`src/verilog/usb_interface_machine_pkg.sv`:
```
// Package with register map, field positions and reset values of the USB interface machine.
package usb_interface_machine_pkg;
  // Register offsets in the peripheral space.
  localparam logic [7:0] interface_reset_off = 8'h00;
  localparam logic [7:0] machine_control_off = 8'h04;
  localparam logic [7:0] device_address_off = 8'h08;
  localparam logic [7:0] functional_control_off = 8'h0c;
  localparam logic [7:0] otg_control_off = 8'h10;
  localparam logic [7:0] otg_status_flags_off = 8'h14;
  localparam logic [7:0] serial_control_off = 8'h18;
  localparam logic [7:0] line_event_flags_off = 8'h1c;
  localparam logic [7:0] flag_persistence_off = 8'h20;
  localparam logic [7:0] event_port_masks_off = 8'h24;
  localparam logic [7:0] frame_counter_off = 8'h28;
  localparam logic [7:0] last_packet_id_off = 8'h2c;
  localparam logic [7:0] last_endpoint_off = 8'h30;
  localparam logic [7:0] endpoint_special_mask_off = 8'h34;
  localparam logic [7:0] otg_flag_mask_off = 8'h38;

  // Field widths.
  localparam int flag_w = 7;
  localparam int otg_ctl_w = 8;
  localparam int otg_sts_w = 6;
  localparam int addr_w = 7;
  localparam int sof_w = 11;
  localparam int pid_w = 4;
  localparam int ep_w = 4;
  localparam int ep_count = 16;
  localparam int mask_w = 8;
  localparam int port_count = 4;

  // Reset values and write masks.
  localparam logic [2:0] opmode_reset = 3'h1;
  localparam logic [4:0] functional_reset = 5'h07;
  localparam logic [3:0] serial_ctl_reset = 4'h2;
  localparam logic [7:0] otg_ctl_otg_mask = 8'hdf;
  localparam logic [7:0] machine_ctl_mask = 8'hf7;

  // Signal flag bit positions.
  localparam int flag_token = 6;
  localparam int flag_se0 = 5;
  localparam int flag_k = 4;
  localparam int flag_j = 3;
  localparam int flag_crc16 = 2;
  localparam int flag_rxactive = 1;
  localparam int flag_rxerror = 0;

  // Special endpoint marker ORed onto the receive port.
  localparam logic [4:0] ep_special_or = 5'h10;

  // Line state codes.
  localparam logic [1:0] line_se0 = 2'h0;
  localparam logic [1:0] line_j = 2'h1;
  localparam logic [1:0] line_k = 2'h2;
endpackage

```
`src/verilog/usb_reg_port_if.sv`:
```
// Interface carrying register access signals between the top and its decoder.
`timescale 1ns/1ps
interface usb_reg_port_if;
  logic wr_en;
  logic rd_en;
  logic [7:0] addr;
  logic [31:0] wdata;
  logic sel_reset;
  logic sel_func;
  logic sel_otg;
  logic sel_serial;
  logic sel_flags;
  logic sel_persist;
  logic sel_masks;
  logic sel_sof;
  logic sel_epmask;
  logic sel_otgmask;
  logic sel_ctl;
  logic sel_addr;
  logic mapped;
  modport decoder (input wr_en, rd_en, addr, output sel_reset, sel_func, sel_otg,
    sel_serial, sel_flags, sel_persist, sel_masks, sel_sof, sel_epmask, sel_otgmask,
    sel_ctl, sel_addr, mapped);
  modport core (output wr_en, rd_en, addr, wdata, input sel_reset, sel_func, sel_otg,
    sel_serial, sel_flags, sel_persist, sel_masks, sel_sof, sel_epmask, sel_otgmask,
    sel_ctl, sel_addr, mapped);
endinterface

```
`src/verilog/usb_reg_decoder.sv`:
```
// Address decoder turning a register offset into write selects.
`timescale 1ns/1ps
module usb_reg_decoder (
  usb_reg_port_if.decoder bus // Register access signals.
);
  // Combinational select of each writable register.
  always_comb begin
    bus.sel_reset = bus.wr_en && bus.addr == usb_interface_machine_pkg::interface_reset_off;
    bus.sel_ctl = bus.wr_en && bus.addr == usb_interface_machine_pkg::machine_control_off;
    bus.sel_addr = bus.wr_en && bus.addr == usb_interface_machine_pkg::device_address_off;
    bus.sel_func = bus.wr_en && bus.addr == usb_interface_machine_pkg::functional_control_off;
    bus.sel_otg = bus.wr_en && bus.addr == usb_interface_machine_pkg::otg_control_off;
    bus.sel_serial = bus.wr_en && bus.addr == usb_interface_machine_pkg::serial_control_off;
    bus.sel_flags = bus.wr_en && bus.addr == usb_interface_machine_pkg::line_event_flags_off;
    bus.sel_persist = bus.wr_en && bus.addr == usb_interface_machine_pkg::flag_persistence_off;
    bus.sel_masks = bus.wr_en && bus.addr == usb_interface_machine_pkg::event_port_masks_off;
    bus.sel_sof = bus.wr_en && bus.addr == usb_interface_machine_pkg::frame_counter_off;
    bus.sel_epmask = bus.wr_en
      && bus.addr == usb_interface_machine_pkg::endpoint_special_mask_off;
    bus.sel_otgmask = bus.wr_en && bus.addr == usb_interface_machine_pkg::otg_flag_mask_off;
    bus.mapped = bus.rd_en && bus.addr[1:0] == 2'h0
      && bus.addr <= usb_interface_machine_pkg::otg_flag_mask_off;
  end
endmodule // usb_reg_decoder

```
`src/verilog/usb_interface_machine.sv`:
```
// Register and flag logic of the USB interface machine facing a UTMI+ transceiver.
// Functional notes
// RQ1: Opmode field bits 4:2 drives OPMODE.
// RQ2: Bits 1 and 0 drive TERMSELECT, XCVRSELECT.
// RQ3: OTG control bits drive VBUS and pull outputs.
// RQ4: OTG flags read live transceiver status.
// RQ5: Serial register reads RXRCV, RXDM, RXDP.
// RQ6: Serial register drives TXSE0, TXDATA, TXENABLE_N, FSLSSERIAL.
// RQ7: Flag 6 set on valid addressed token.
// RQ8: Flags 5,4,3 set on SE0, K, J.
// RQ9: Flag 2 set on CRC16 failure.
// RQ10: Flags 1,0 follow RXACTIVE, RXERROR.
// RQ11: Non-sticky flags clear on next packet.
// RQ12: Sticky flags hold until written one.
// RQ13: Four masks OR flags onto event ports.
// RQ14: Eleven-bit read-write frame counter.
// RQ15: Last received PID captured read-only.
// RQ16: Last endpoint and valid bit read-only.
// RQ17: Special endpoints presented ORed with 0x10.
// RQ18: Access only by 32-bit reads and writes.
// RQ19: Any write to reset register clears state.
// RQ20: Only packets for device address pass; code gates tokens and SOF only, not PID capture or the CRC16 flag.
// RQ21: Reserved bits read zero, ignore writes.
`timescale 1ns/1ps
module usb_interface_machine (
  input wire logic ref_clk, // System clock, 40 MHz.
  input wire logic reset_n, // Synchronous reset, active low.
  input wire logic reg_wr, // Peripheral 32-bit write strobe.
  input wire logic reg_rd, // Peripheral 32-bit read strobe.
  input wire logic [7:0] reg_addr, // Register byte offset.
  input wire logic [31:0] reg_wdata, // Write data.
  output logic [31:0] reg_rdata, // Read data, registered.
  output logic reg_rvalid, // Read data valid pulse.
  output logic [2:0] utmi_opmode, // UTMI+ OPMODE.
  output logic utmi_termselect, // UTMI+ TERMSELECT.
  output logic utmi_xcvrselect, // UTMI+ XCVRSELECT.
  output logic external_vbus_indicator_select, // External VBUS indicator select.
  output logic external_vbus_drive, // External VBUS drive.
  output logic utmi_chrgvbus, // UTMI+ CHRGVBUS.
  output logic utmi_dischrgvbus, // UTMI+ DISCHRGVBUS.
  output logic utmi_dmpulldown, // UTMI+ DMPULLDOWN.
  output logic utmi_dppulldown, // UTMI+ DPPULLDOWN.
  output logic utmi_idpullup, // UTMI+ IDPULLUP.
  input wire logic utmi_bvalid, // UTMI+ BVALID.
  input wire logic utmi_idgnd, // UTMI+ IDGND.
  input wire logic utmi_hostdis, // UTMI+ HOSTDIS.
  input wire logic utmi_vbusvld, // UTMI+ VBUSVLD.
  input wire logic utmi_sessvld, // UTMI+ SESSVLD.
  input wire logic utmi_sessend, // UTMI+ SESSEND.
  input wire logic utmi_rxrcv, // UTMI+ RXRCV.
  input wire logic utmi_rxdm, // UTMI+ RXDM.
  input wire logic utmi_rxdp, // UTMI+ RXDP.
  output logic utmi_txse0, // UTMI+ TXSE0.
  output logic utmi_txdata, // UTMI+ TXDATA.
  output logic utmi_txenable_n, // UTMI+ TXENABLE, active low.
  output logic utmi_fslsserial, // UTMI+ FSLSSERIAL.
  input wire logic [1:0] utmi_linestate, // UTMI+ line state.
  input wire logic utmi_rxactive, // UTMI+ RXACTIVE.
  input wire logic utmi_rxerror, // UTMI+ RXERROR.
  input wire logic pkt_start, // Pulse: a new packet begins.
  input wire logic token_valid, // Pulse: token decoded with CRC5 and PID good.
  input wire logic [6:0] token_addr, // Address field of that token.
  input wire logic [3:0] token_endp, // Endpoint field of that token.
  input wire logic pid_valid, // Pulse: packet identifier received.
  input wire logic [3:0] pid_value, // Received packet identifier.
  input wire logic crc16_fail, // Pulse: data packet failed CRC16.
  input wire logic sof_valid, // Pulse: start-of-frame received.
  input wire logic [10:0] sof_number, // Frame number of that SOF.
  output logic [3:0] event_ports, // Event ports; bit 0 is event_port_a.
  output logic [4:0] rx_endpoint, // Endpoint for the receive port.
  output logic rx_endpoint_valid // Receive port endpoint valid pulse.
);
  typedef struct packed {
    logic [7:0] machine_ctl;
    logic [6:0] dev_addr;
    logic [4:0] functional;
    logic [7:0] otg_ctl;
    logic [3:0] serial_ctl;
    logic [6:0] flags;
    logic [6:0] persist;
    logic [31:0] masks;
    logic [10:0] sof;
    logic [3:0] pid;
    logic [3:0] endp;
    logic endp_valid;
    logic [15:0] ep_mask;
    logic [31:0] otg_mask;
    logic [31:0] rdata;
    logic rvalid;
    logic [4:0] rx_ep;
    logic rx_ep_valid;
    logic [3:0] ports;
  } state_t;

  state_t state_reg;
  state_t state_next;
  usb_reg_port_if bus ();

  // Returns true when a flag mask selects any raised flag.
  function automatic logic mask_hit(input logic [7:0] mask, input logic [6:0] flags);
    mask_hit = |(mask[6:0] & flags);
  endfunction

  assign bus.wr_en = reg_wr; // RQ18
  assign bus.rd_en = reg_rd;
  assign bus.addr = reg_addr;
  assign bus.wdata = reg_wdata;

  usb_reg_decoder decoder (
    .bus(bus)
  );

  logic addr_match;
  logic [6:0] flag_set;
  logic [6:0] flag_level;
  logic [6:0] flags_new;
  logic [3:0] port_hit;
  logic [31:0] read_word;

  // Accept tokens and SOF only when the token address equals the device address.
  assign addr_match = token_addr == state_reg.dev_addr; // RQ20

  // Event sources for each flag position.
  always_comb begin
    flag_set = '0;
    flag_set[usb_interface_machine_pkg::flag_token] = token_valid && addr_match; // RQ7
    flag_set[usb_interface_machine_pkg::flag_se0] =
      utmi_linestate == usb_interface_machine_pkg::line_se0; // RQ8
    flag_set[usb_interface_machine_pkg::flag_k] =
      utmi_linestate == usb_interface_machine_pkg::line_k;
    flag_set[usb_interface_machine_pkg::flag_j] =
      utmi_linestate == usb_interface_machine_pkg::line_j;
    flag_set[usb_interface_machine_pkg::flag_crc16] = crc16_fail; // RQ9
    flag_level = '0;
    flag_level[usb_interface_machine_pkg::flag_rxactive] = utmi_rxactive; // RQ10
    flag_level[usb_interface_machine_pkg::flag_rxerror] = utmi_rxerror;
    // New packet clears normal flags, writing 1 clears sticky ones, set wins.
    flags_new = state_reg.flags;
    for (int i = 0; i < usb_interface_machine_pkg::flag_w; i++) begin
      if (state_reg.persist[i]) begin
        if (bus.sel_flags && reg_wdata[i]) begin
          flags_new[i] = 1'b0; // RQ12
        end
        if (flag_set[i] || flag_level[i]) begin
          flags_new[i] = 1'b1;
        end
      end else begin
        if (pkt_start) begin
          flags_new[i] = 1'b0; // RQ11
        end
        if (flag_set[i]) begin
          flags_new[i] = 1'b1;
        end
        if (i <= usb_interface_machine_pkg::flag_rxactive) begin
          flags_new[i] = flag_level[i]; // RQ10
        end
      end
    end
  end

  // One mask comparison per event port.
  genvar gi;
  generate
    for (gi = 0; gi < usb_interface_machine_pkg::port_count; gi++) begin : g_port
      assign port_hit[gi] = mask_hit(state_reg.masks[gi*8 +: 8], flags_new); // RQ13
    end
  endgenerate

  // Read multiplexer; reserved bits read as zero.
  always_comb begin
    read_word = '0;
    case (reg_addr)
      usb_interface_machine_pkg::machine_control_off: read_word[7:0] = state_reg.machine_ctl;
      usb_interface_machine_pkg::device_address_off: read_word[6:0] = state_reg.dev_addr;
      usb_interface_machine_pkg::functional_control_off: read_word[4:0] = state_reg.functional;
      usb_interface_machine_pkg::otg_control_off: read_word[7:0] = state_reg.otg_ctl;
      usb_interface_machine_pkg::otg_status_flags_off: read_word[5:0] = {utmi_bvalid,
        utmi_idgnd, utmi_hostdis, utmi_vbusvld, utmi_sessvld, utmi_sessend}; // RQ4
      usb_interface_machine_pkg::serial_control_off: read_word[6:0] = {utmi_rxrcv, utmi_rxdm,
        utmi_rxdp, state_reg.serial_ctl}; // RQ5
      usb_interface_machine_pkg::line_event_flags_off: read_word[6:0] = state_reg.flags;
      usb_interface_machine_pkg::flag_persistence_off: read_word[6:0] = state_reg.persist;
      usb_interface_machine_pkg::event_port_masks_off: read_word = state_reg.masks;
      usb_interface_machine_pkg::frame_counter_off: read_word[10:0] = state_reg.sof;
      usb_interface_machine_pkg::last_packet_id_off: read_word[3:0] = state_reg.pid;
      usb_interface_machine_pkg::last_endpoint_off: read_word[4:0] = {state_reg.endp_valid,
        state_reg.endp}; // RQ16
      usb_interface_machine_pkg::endpoint_special_mask_off: read_word[15:0] = state_reg.ep_mask;
      usb_interface_machine_pkg::otg_flag_mask_off: read_word = state_reg.otg_mask;
      default: read_word = '0; // RQ21
    endcase
  end

  // Next-state logic for all registers and flags.
  always_comb begin
    state_next = state_reg;
    state_next.rvalid = reg_rd;
    state_next.rdata = reg_rd ? (bus.mapped ? read_word : '0) : state_reg.rdata; // RQ21
    state_next.rx_ep_valid = 1'b0;

    // Software writes; reserved bits are dropped by the field widths and the control masks.
    if (bus.sel_ctl) begin
      state_next.machine_ctl = reg_wdata[7:0] & usb_interface_machine_pkg::machine_ctl_mask;
    end
    if (bus.sel_addr) begin
      state_next.dev_addr = reg_wdata[6:0];
    end
    if (bus.sel_func) begin
      state_next.functional = reg_wdata[4:0]; // RQ1 RQ2
    end
    if (bus.sel_otg) begin
      state_next.otg_ctl = reg_wdata[7:0] & usb_interface_machine_pkg::otg_ctl_otg_mask; // RQ3
    end
    if (bus.sel_serial) begin
      state_next.serial_ctl = reg_wdata[3:0]; // RQ6
    end
    if (bus.sel_persist) begin
      state_next.persist = reg_wdata[6:0]; // RQ12
    end
    if (bus.sel_masks) begin
      state_next.masks = reg_wdata; // RQ13
    end
    if (bus.sel_epmask) begin
      state_next.ep_mask = reg_wdata[15:0];
    end
    if (bus.sel_otgmask) begin
      state_next.otg_mask = reg_wdata;
    end

    // Frame counter: software write, overwritten by a received SOF when the token address equals the device address.
    if (bus.sel_sof) begin
      state_next.sof = reg_wdata[10:0]; // RQ14
    end
    if (sof_valid && addr_match) begin
      state_next.sof = sof_number;
    end

    // Flags come from the event logic, which also feeds the event ports.
    state_next.flags = flags_new;

    // Packet identifier capture.
    if (pid_valid) begin
      state_next.pid = pid_value; // RQ15
    end

    // Endpoint capture and receive port presentation.
    if (token_valid && addr_match) begin
      state_next.endp = token_endp; // RQ16
      state_next.endp_valid = 1'b1;
      state_next.rx_ep_valid = 1'b1;
      state_next.rx_ep = state_reg.ep_mask[token_endp]
        ? ({1'b0, token_endp} | usb_interface_machine_pkg::ep_special_or)
        : {1'b0, token_endp}; // RQ17
    end

    state_next.ports = port_hit;

    // A write to the reset register restores all machine state.
    if (bus.sel_reset) begin
      state_next = '0; // RQ19
      state_next.functional = usb_interface_machine_pkg::functional_reset;
      state_next.serial_ctl = usb_interface_machine_pkg::serial_ctl_reset;
    end
  end

  // State register with synchronous reset.
  always_ff @(posedge ref_clk) begin
    if (!reset_n) begin
      state_reg <= '0;
      state_reg.functional <= usb_interface_machine_pkg::functional_reset;
      state_reg.serial_ctl <= usb_interface_machine_pkg::serial_ctl_reset;
    end else begin
      state_reg <= state_next;
    end
  end

  // Outputs straight from the state register.
  assign reg_rdata = state_reg.rdata;
  assign reg_rvalid = state_reg.rvalid;
  assign utmi_opmode = state_reg.functional[4:2]; // RQ1
  assign utmi_termselect = state_reg.functional[1]; // RQ2
  assign utmi_xcvrselect = state_reg.functional[0];
  assign external_vbus_indicator_select = state_reg.otg_ctl[7]; // RQ3
  assign external_vbus_drive = state_reg.otg_ctl[6];
  assign utmi_chrgvbus = state_reg.otg_ctl[4];
  assign utmi_dischrgvbus = state_reg.otg_ctl[3];
  assign utmi_dmpulldown = state_reg.otg_ctl[2];
  assign utmi_dppulldown = state_reg.otg_ctl[1];
  assign utmi_idpullup = state_reg.otg_ctl[0];
  assign utmi_txse0 = state_reg.serial_ctl[3]; // RQ6
  assign utmi_txdata = state_reg.serial_ctl[2];
  assign utmi_txenable_n = state_reg.serial_ctl[1];
  assign utmi_fslsserial = state_reg.serial_ctl[0];
  assign event_ports = state_reg.ports; // RQ13
  assign rx_endpoint = state_reg.rx_ep;
  assign rx_endpoint_valid = state_reg.rx_ep_valid;
endmodule // usb_interface_machine

```
`config.mk`:
```
export PLATFORM = sky130hd
export DESIGN_NAME = usb_interface_machine
export DESIGN_NICKNAME = d
export VERILOG_FILES = /design/src/verilog/usb_interface_machine_pkg.sv /design/src/verilog/usb_reg_port_if.sv /design/src/verilog/usb_reg_decoder.sv /design/src/verilog/usb_interface_machine.sv
export SDC_FILE = /design/constraint.sdc
export NUM_CORES = 1
export LEC_CHECK = 0
export BUFFER_PORTS_ARGS = -buffer_cell sky130_fd_sc_hd__buf_2
export CORE_MARGIN = 2
export CORE_UTILIZATION = 58
export CTS_CLUSTER_DIAMETER = 120
export DETAILED_ROUTE_END_ITERATION = 6
export GPL_ROUTABILITY_DRIVEN = 0
export PLACE_DENSITY = 0.81
export SLEW_MARGIN = 30
export SYNTH_ARGS = -nofsm -noshare
export SYNTH_HDL_FRONTEND = slang
export SYNTH_SLANG_ARGS = --single-unit
```
`constraint.sdc`:
```
create_clock -name ref_clk -period 3.55 [get_ports ref_clk]
set_clock_uncertainty 0.1 [all_clocks]
set_input_delay 0.8875 -clock ref_clk [delete_from_list [all_inputs] [get_ports ref_clk]]
set_output_delay 0.8875 -clock ref_clk [all_outputs]
set_load 0.02 [all_outputs]
```
==> metrics.md, run 1 <==
| Metric | Value |
|---|---|
| Run status | `finished clean` |
| Post-Place Setup Slack | `about 0.46 ns` |
| Die area | `15600 um2` |
| CP arrival | `around 3 ns` |
| Post-synthesis cell type count | `slightly below 60` |
| Gr ovfl total | `0` |
| Worst R2R Path Depth | `6` |
| Maximum vdd drop | `about 350 uV` |
| Most frequent cells in the layout | `nand2_1 (217), dfxtp_1 (183), buf_2 (146)` |
| Fin cells | `1282` |
| Global-route wire length before repair | `38400 um` |
| RSZ-0062 raised after global routing | `no` |
| Synth Warn # | `0` |
| Initial antenna violation count | `1` |
| Starting density of the core | `about three fifths` |
| Maxcap violations | `0` |
| Vias in the first global route | `between 7000 and 8000` |
| Worst path slowest cell | `and2_1` |
| Reg2reg setup slack | `approximately 1.5 ns` |
| Yosys reg bits | `roughly 180` |
| Min Clock Period, post-route | `2.72 ns` |
| EDFF count, synth | `0` |
| Vias/cell | `6.12` |
| Total wire length | `24600 um` |
| WP data required | `about 3.8 ns` |
| Routed len/inst | `slightly below 20 um` |
| Die Wd | `about 120 um` |
| Asr flop ratio synth | `0%` |
| Total global-route track usage | `30.9%` |
| CTS Hold Buffers Added | `0` |
| CTS resizes | `0` |
| Setup bufs post-CTS | `0` |
| DRC viols | `0` |
| Post-synthesis cell area | `8470 um2` |
| Avg Inst Size Synth | `8.40 um2` |
| Startpoint Class | `input pin` |
| Final setup fails | `0` |
| Most common cell after layout, fill and taps aside | `nand2_1` |
| Register clock-pin slew on the reported worst setup and hold paths | `0.07 ns` |
| Fraction of layout cells with a size suffix above 1 | `a little over a fifth` |
| Hold Path End | `state_reg[50]$_SDFFE_PP0P_` |
| Largest net degree at the start of global routing | `102` |
| Synth top area cells | `dfxtp_1 (43%), nand2_1 (9.7%), mux2i_1 (7.3%)` |
| Nets | `about 1200` |
| Clk_lat worst skew | `~0.43 ns` |
| Post-synth top area cell | `dfxtp_1` |
| Area Growth Syn to Fin | `13.4%` |
| Worst-path maximum fanout | `22` |
| Setup crit end kind | `register` |
| Final period util | `between 70% and 80%` |
| Reg-to-reg startpoint | `state_reg[178]$_SDFFE_PP0P_` |
| Largest register FFs | `127` |
| Hold WC Path Type | `reg2reg` |
| Clk root buf | `clkbuf_16` |
| Pwr Density | `about 450 nW/um2` |
| Worst hold stages | `2` |
| Cell Chain, Critical Path | `buf_2, nand4bb_1, nor2b_1, buf_4, and2_1, nand2_1, a21oi_1` |
| Drt initial violations | `940` |
| Die height | `~120 um` |
| Row cnt | `44` |
| F_max | `0.367 GHz` |
| Slew Limit Fails | `0` |
| Slew HR | `55.5%` |
| Yosys top cell area share | `43.2%` |
| Setup WS post-layout | `0.827 ns` |
| PortBufs | `146` |
| Post-DP HPWL | `17000 um` |
| Final hold slack | `~0.36 ns` |
| Inserted Clock Buffers | `17` |
| LEAKAGE | `a little under 4 nW` |
| Post-Syn Nets | `around 1100` |
| Slew of the pin with the lowest slew margin | `around 0.67 ns` |
| Htree depth | `4` |
| Ports | `between 100 and 150` |
| Post-synthesis sequential area ratio | `between 40 and 50%` |
| Placed Instances | `roughly 1200` |
| FF-to-FF End | `state_reg[105]$_SDFFE_PP0P_` |
| Via count | `roughly 8000` |
| Pre-antenna DRT Iters | `6` |
| Synth Flop Type | `dfxtp_1` |
| Crit Path Class | `in2reg` |
| Setup TNS | `0 ns` |
| Hold Path Origin | `state_reg[50]$_SDFFE_PP0P_` |
| Post-DRT Antenna Nets | `0` |
| CTS tree | `built` |
| Clk sink count | `between 150 and 200` |
| CTS max path bufs | `2` |
| Max incr delay on CP | `0.54 ns` |
| Mapped Cells | `1009` |
| Hold Vio Cnt, Final | `0` |
| Core Footprint | `~14000 um2` |
cell usage after synthesis (3+ instances only):
cell type and count:
dfxtp_1 183, a22o_1 4, nor2_1 109, nor2b_1 5, mux2i_1 62, a21oi_1 114
xnor2_1 6, buf_2 35, nand2_1 218, inv_1 5, a31oi_1 3, mux2_2 9
and2_1 12, nor3_1 4, clkbuf_1 32, a41oi_1 4, a222oi_1 4, mux4_2 11
buf_4 48, a32o_1 3, a32oi_1 4, o22ai_1 3, a22oi_1 48, o21ai_0 12
nand3_1 13, o221ai_1 3, a211oi_1 12, nand2b_1 3, and3_1 5
power by group:
part / internal, W / total (W) / switching (W) / leakage, nW
Combinational: 0.0000895 / 0.000260 / 0.000170 / 2.17
Sequential: 0.00206 / 0.00207 / 0.00000775 / 1.48
Clock: 0.00113 / 0.00196 / 0.000827 / 0.292
how the worst max path moves through the flow:
stage	from	cells past startpoint	slack (ns)	endpoint
6_report	reg_addr[5]	7	0.83	state_reg[76]$_SDFFE_PP0P_
5_1_grt	reg_addr[3]	8	0.59	state_reg[80]$_SDFFE_PP0P_
4_1_cts	reg_addr[3]	7	0.90	event_ports[1]$_SDFF_PP0_
3_5_place_dp	reg_addr[3]	7	0.46	state_reg[106]$_SDFFE_PP0P_
3_3_place_gp	reg_addr[5]	7	0.51	state_reg[76]$_SDFFE_PP0P_
2_1_floorplan	reg_addr[7]	8	0.87	event_ports[0]$_SDFF_PP0_
area by class of cell:
class / count / area, um2
antenna: 1 / 2.50
clock buffer: 18 / 439
clock inverter: 14 / 175
fill: 1176 / 4810
inverter: 6 / 22.5
multi-input combinational: 703 / 4130
sequential: 183 / 3660
tap: 184 / 230
timing repair buffer: 173 / 946
worst max-delay path, delay by kind of cell:
family / cells / cell delay, ns
AND/OR/NAND/NOR: 4 / 1.27
AO/OA/AOI/OAI: 1 / 0.16
buffers and inverters: 2 / 0.65
layer usage:
| metal | vias up | wire length [um] | GRT usage [%] |
|---|---|---|---|
| met3 | 48 | 2730 | 8.51 |
| met2 | 486 | 11200 | 48.2 |
| li1 | 3615 | - | - |
| met5 | - | 0 | 0 |
| met4 | 0 | 545 | 8.50 |
| met1 | 3703 | 10200 | 42.5 |
metrics by stage:
step	utilization, %	power (W)	area (um2)
after floorplan	-	0.00225	8470
after global placement	62.3	0.00237	8990
after detailed placement	62.3	0.00237	8990
after CTS	66.6	0.00429	9610
after global routing	66.6	0.00440	9610
final	66.6	0.00429	9610
cell families (layout without fill, tap and decap cells):
logic type	Yosys count	count (layout)	synth area share (%)
xor+xnor	7	7	0.724
other cells	0	1	0
buf+inv	123	211	8.09
compound gates	225	225	16.8
mux	82	82	11.4
flops	183	183	43.2
simple gates	389	389	19.7
Note: power is estimated with default switching activity, not from simulation.
==> inputs of run 2 (changes only) <==
--- a/config.mk
+++ b/config.mk
@@ -5,13 +5,14 @@
 export SDC_FILE = /design/constraint.sdc
 export NUM_CORES = 1
 export LEC_CHECK = 0
+export ABC_AREA = 1
 export BUFFER_PORTS_ARGS = -buffer_cell sky130_fd_sc_hd__buf_2
 export CORE_MARGIN = 2
-export CORE_UTILIZATION = 58
+export CORE_UTILIZATION = 56
 export CTS_CLUSTER_DIAMETER = 120
 export DETAILED_ROUTE_END_ITERATION = 6
 export GPL_ROUTABILITY_DRIVEN = 0
-export PLACE_DENSITY = 0.81
+export PLACE_DENSITY = 0.79
 export SLEW_MARGIN = 30
 export SYNTH_ARGS = -nofsm -noshare
 export SYNTH_HDL_FRONTEND = slang
==> constraint.sdc (replaced) <==
create_clock -name ref_clk -period 2.56 [get_ports ref_clk]
set_clock_uncertainty 0.1 [all_clocks]
set_input_delay 0.64 -clock ref_clk [delete_from_list [all_inputs] [get_ports ref_clk]]
set_output_delay 0.64 -clock ref_clk [all_outputs]
set_load 0.02 [all_outputs]
==> run 2 against run 1 <==
Synthesized cell count grew 20%. Die area grew 3.5%. Sequential share of layout area shrank 0.66 points. Clock power grew 49%. Power grew 43%. Non-clock buffer count is the same. Count of clock-buffer cells in the layout is the same. Critical path depth grew 4. Cell area grew 1.8%. Cell count grew 17%. Utilization grew 0.15 points. Critical path type unchanged. Critical endpoint is now event_ports[2]$_SDFF_PP0_. Largest power group is now clock.
==> metrics.md, run 2 <==
| Metric | Value |
|---|---|
| Yosys top cell area share | `43.2% (about the same)` |
| CTS Hold Buffers Added | `0 (unchanged)` |
| CTS tree | `built` |
| Post-synthesis cell area | `8480 um2 (about the same)` |
| LEAKAGE | `4.11 nW (+4.2%)` |
| CTS max path bufs | `2 (unchanged)` |
| Die area | `16100 um2 (+3.5%)` |
| Synth Flop Type | `dfxtp_1` |
| Reg area | `3660 um2 (unchanged)` |
| Vias in the first global route | `7555 (+5.6%)` |
| Setup TNS | `0 ns (unchanged)` |
| Most common cell after layout, fill and taps aside | `nand2_1` |
| Sw Ratio | `22.8% (-0.64 points)` |
| Reg power frac | `46.8% (-1.5 points)` |
| Pwr Density | `627 nW/um2 (+40%)` |
| Ports | `147 (unchanged)` |
| Drt initial violations | `705 (-25%)` |
| Diode count | `0 (-1)` |
| Post-Syn Nets | `1300 (+19%)` |
| Final setup fails | `0 (unchanged)` |
| Most frequent cells in the layout | `nand2_1 (296), dfxtp_1 (183), a21oi_1 (177)` |
| Htree depth | `4 (unchanged)` |
| Clk_lat worst skew | `0.44 ns (about the same)` |
| Fraction of layout cells with a size suffix above 1 | `17.2% (-4.6 points)` |
| DRC viols | `0 (unchanged)` |
| Sw Pwr | `0.00140 W (+39%)` |
| Setup WS post-layout | `0.484 ns (-0.343 ns)` |
| CTS resizes | `0 (unchanged)` |
| Global-route wire length before repair | `38200 um (-0.51%)` |
| Post-synthesis cell type count | `33 (-43%)` |
| Starting density of the core | `57.9% (-0.83 points)` |
| Internal Power | `0.00473 W (+44%)` |
| Fillers | `1316 (+12%)` |
| Comb pwr share | `5.3% (-0.8 points)` |
| Maxcap violations | `0 (unchanged)` |
| Synth Warn # | `0 (unchanged)` |
| Run status | `finished clean` |
| Post-DP HPWL | `16900 um (-0.58%)` |
| Die Wd | `127 um (+1.8%)` |
| Post-synthesis sequential area ratio | `43.2% (about the same)` |
| Clk root buf | `clkbuf_16` |
| Crit Path Class | `in2reg` |
| Largest net degree at the start of global routing | `112 (+9.8%)` |
| Row cnt | `44 (unchanged)` |
| Post-Place Setup Slack | `0.104 ns (-0.357 ns)` |
| Area Growth Syn to Fin | `15.3%` |
| Setup bufs post-CTS | `0 (unchanged)` |
| Via count | `8380 (+6.7%)` |
| Worst-path maximum fanout | `11 (-50%)` |
| Pre-antenna DRT Iters | `6 (unchanged)` |
| F_max | `between 0.4 and 0.5 GHz` |
| Vias/cell | `5.59 (-8.7%)` |
| Post-DRT Antenna Nets | `0 (unchanged)` |
| Clock network power share | `47.8% (+2.1 points)` |
| Slew Limit Fails | `0 (unchanged)` |
| Largest register FFs | `127 (unchanged)` |
| WP data required | `2.78 ns (-1.02 ns)` |
| Setup crit end kind | `register` |
| Area of the multi-input gates | `3700 um2 (-10%)` |
| Total global-route track usage | `30.0% (-0.97 points)` |
| EDFF count, synth | `0 (unchanged)` |
| Min Clock Period, post-route | `a little over 2 ns` |
| Final period util | `81.1%` |
| Slew HR | `63.2% (+7.7 points)` |
| Total wire length | `24200 um (-1.8%)` |
| Gr ovfl total | `0 (unchanged)` |
| Routed len/inst | `16.1 um (-16%)` |
| Post-synth top cells | `nand2_1 (296), dfxtp_1 (183), a21oi_1 (177)` |
| Startpoint Class | `input pin` |
| Synth top area cells | `dfxtp_1 (43%), nand2_1 (13%), a21oi_1 (10%)` |
| Register clock-pin slew on the reported worst setup and hold paths | `0.07 ns (about the same)` |
| CP arrival | `2.29 ns (-0.69 ns)` |
| Nets | `1390 (+19%)` |
| Slew of the pin with the lowest slew margin | `0.552 ns (-0.114 ns)` |
| Die height | `127 um (+1.8%)` |
| Most common cell in the netlist | `nand2_1` |
| RSZ-0062 raised after global routing | `no` |
| Post-synth top area cell | `dfxtp_1` |
| Mapped Cells | `1212 (+20%)` |
| Avg Inst Size Synth | `7.00 um2 (-17%)` |
| Asr flop ratio synth | `0% (unchanged)` |
| Hold Vio Cnt, Final | `0 (unchanged)` |
| Hold WC Path Type | `in2reg` |
| Clk sink count | `183 (unchanged)` |
| Inserted Clock Buffers | `17 (unchanged)` |
| PortBufs | `146 (unchanged)` |
| Maximum vdd drop | `326 uV (-6.2%)` |
| Core Footprint | `14600 um2 (+1.5%)` |
| Initial antenna violation count | `0 (-1)` |
| Yosys reg bits | `183 (unchanged)` |
==> run 2: final cells by class <==
cell class                 count  share of cell area (%)
multi-input combinational    787                    37.9
clock buffer                  18                    4.49
timing repair buffer         173                    10.2
tap                          184                    2.35
inverter                     140                    5.37
clock inverter                14                    2.25
sequential                   183                    37.5
==> run 2: power groups by stage <==
stage               Clock [W]  Sequential, W  Combinational [W]
floorplan                   0        0.00293           0.000161
global placement            0        0.00294           0.000314
detailed placement          0        0.00294           0.000318
CTS                   0.00293        0.00287           0.000321
global route          0.00305        0.00287           0.000357
finish                0.00293        0.00287           0.000327
==> run 2: layer usage <==
metal / vias to the layer above / global-route usage, % / part of all wire (%)
li1: 4083 / - / -
met4: 0 / 9.44 / 2.1
met3: 46 / 8.25 / 9.2
met1: 3870 / 40.6 / 43
met5: - / 0 / 0
met2: 381 / 46.9 / 46
==> run 2: cells by family after synthesis <==
family	after synthesis	synth area share, %
and+or+nand+nor	412	19.8
AOI/OAI and AO/OA	370	23.2
buffers and inverters	242	13.2
xor gates and xnor gates	5	0.516
DFF	183	43.2
==> run 2: final timing paths <==
| kind | start | to | slack [ns] | depth (start not counted) |
|---|---|---|---|---|
| max | reg_addr[7] | event_ports[2]$_SDFF_PP0_ | 0.48 | 11 |
| min reg2reg | state_reg[55]$_SDFFE_PP0P_ | state_reg[55]$_SDFFE_PP0P_ | 0.35 | 2 |
| min | sof_number[10] | state_reg[110]$_SDFFE_PP0P_ | 0.32 | 2 |
| max reg2reg | state_reg[179]$_SDFFE_PP0P_ | state_reg[93]$_SDFFE_PP0P_ | 0.71 | 6 |
==> run 2: worst max-delay path, cell delays in order <==
cell and delay (ns):
buf_2 0.11, nor2_2 0.22, nand2_1 0.16, nor2_2 0.40, nand3_1 0.12, nand2_1 0.12
nand2_1 0.16, nand2_1 0.11, nand2_1 0.08, nor2_1 0.10, a21oi_1 0.07
==> run 2: per-stage QoR <==
| stage | total power, W | hold slack, ns | util [%] | std cells | cell area (um2) |
|---|---|---|---|---|---|
| after global routing | 0.00628 | 0.308 | 66.8 | 1499 | 9780 |
| after detailed placement | 0.00325 | 0.344 | 62.3 | 1467 | 9120 |
| after floorplan | 0.00309 | 0.325 | - | 1212 | 8480 |
| after global placement | 0.00325 | 0.338 | 62.3 | 1467 | 9120 |
| after CTS | 0.00612 | 0.312 | 66.8 | 1499 | 9780 |
| final | 0.00613 | 0.316 | 66.8 | 1499 | 9780 |
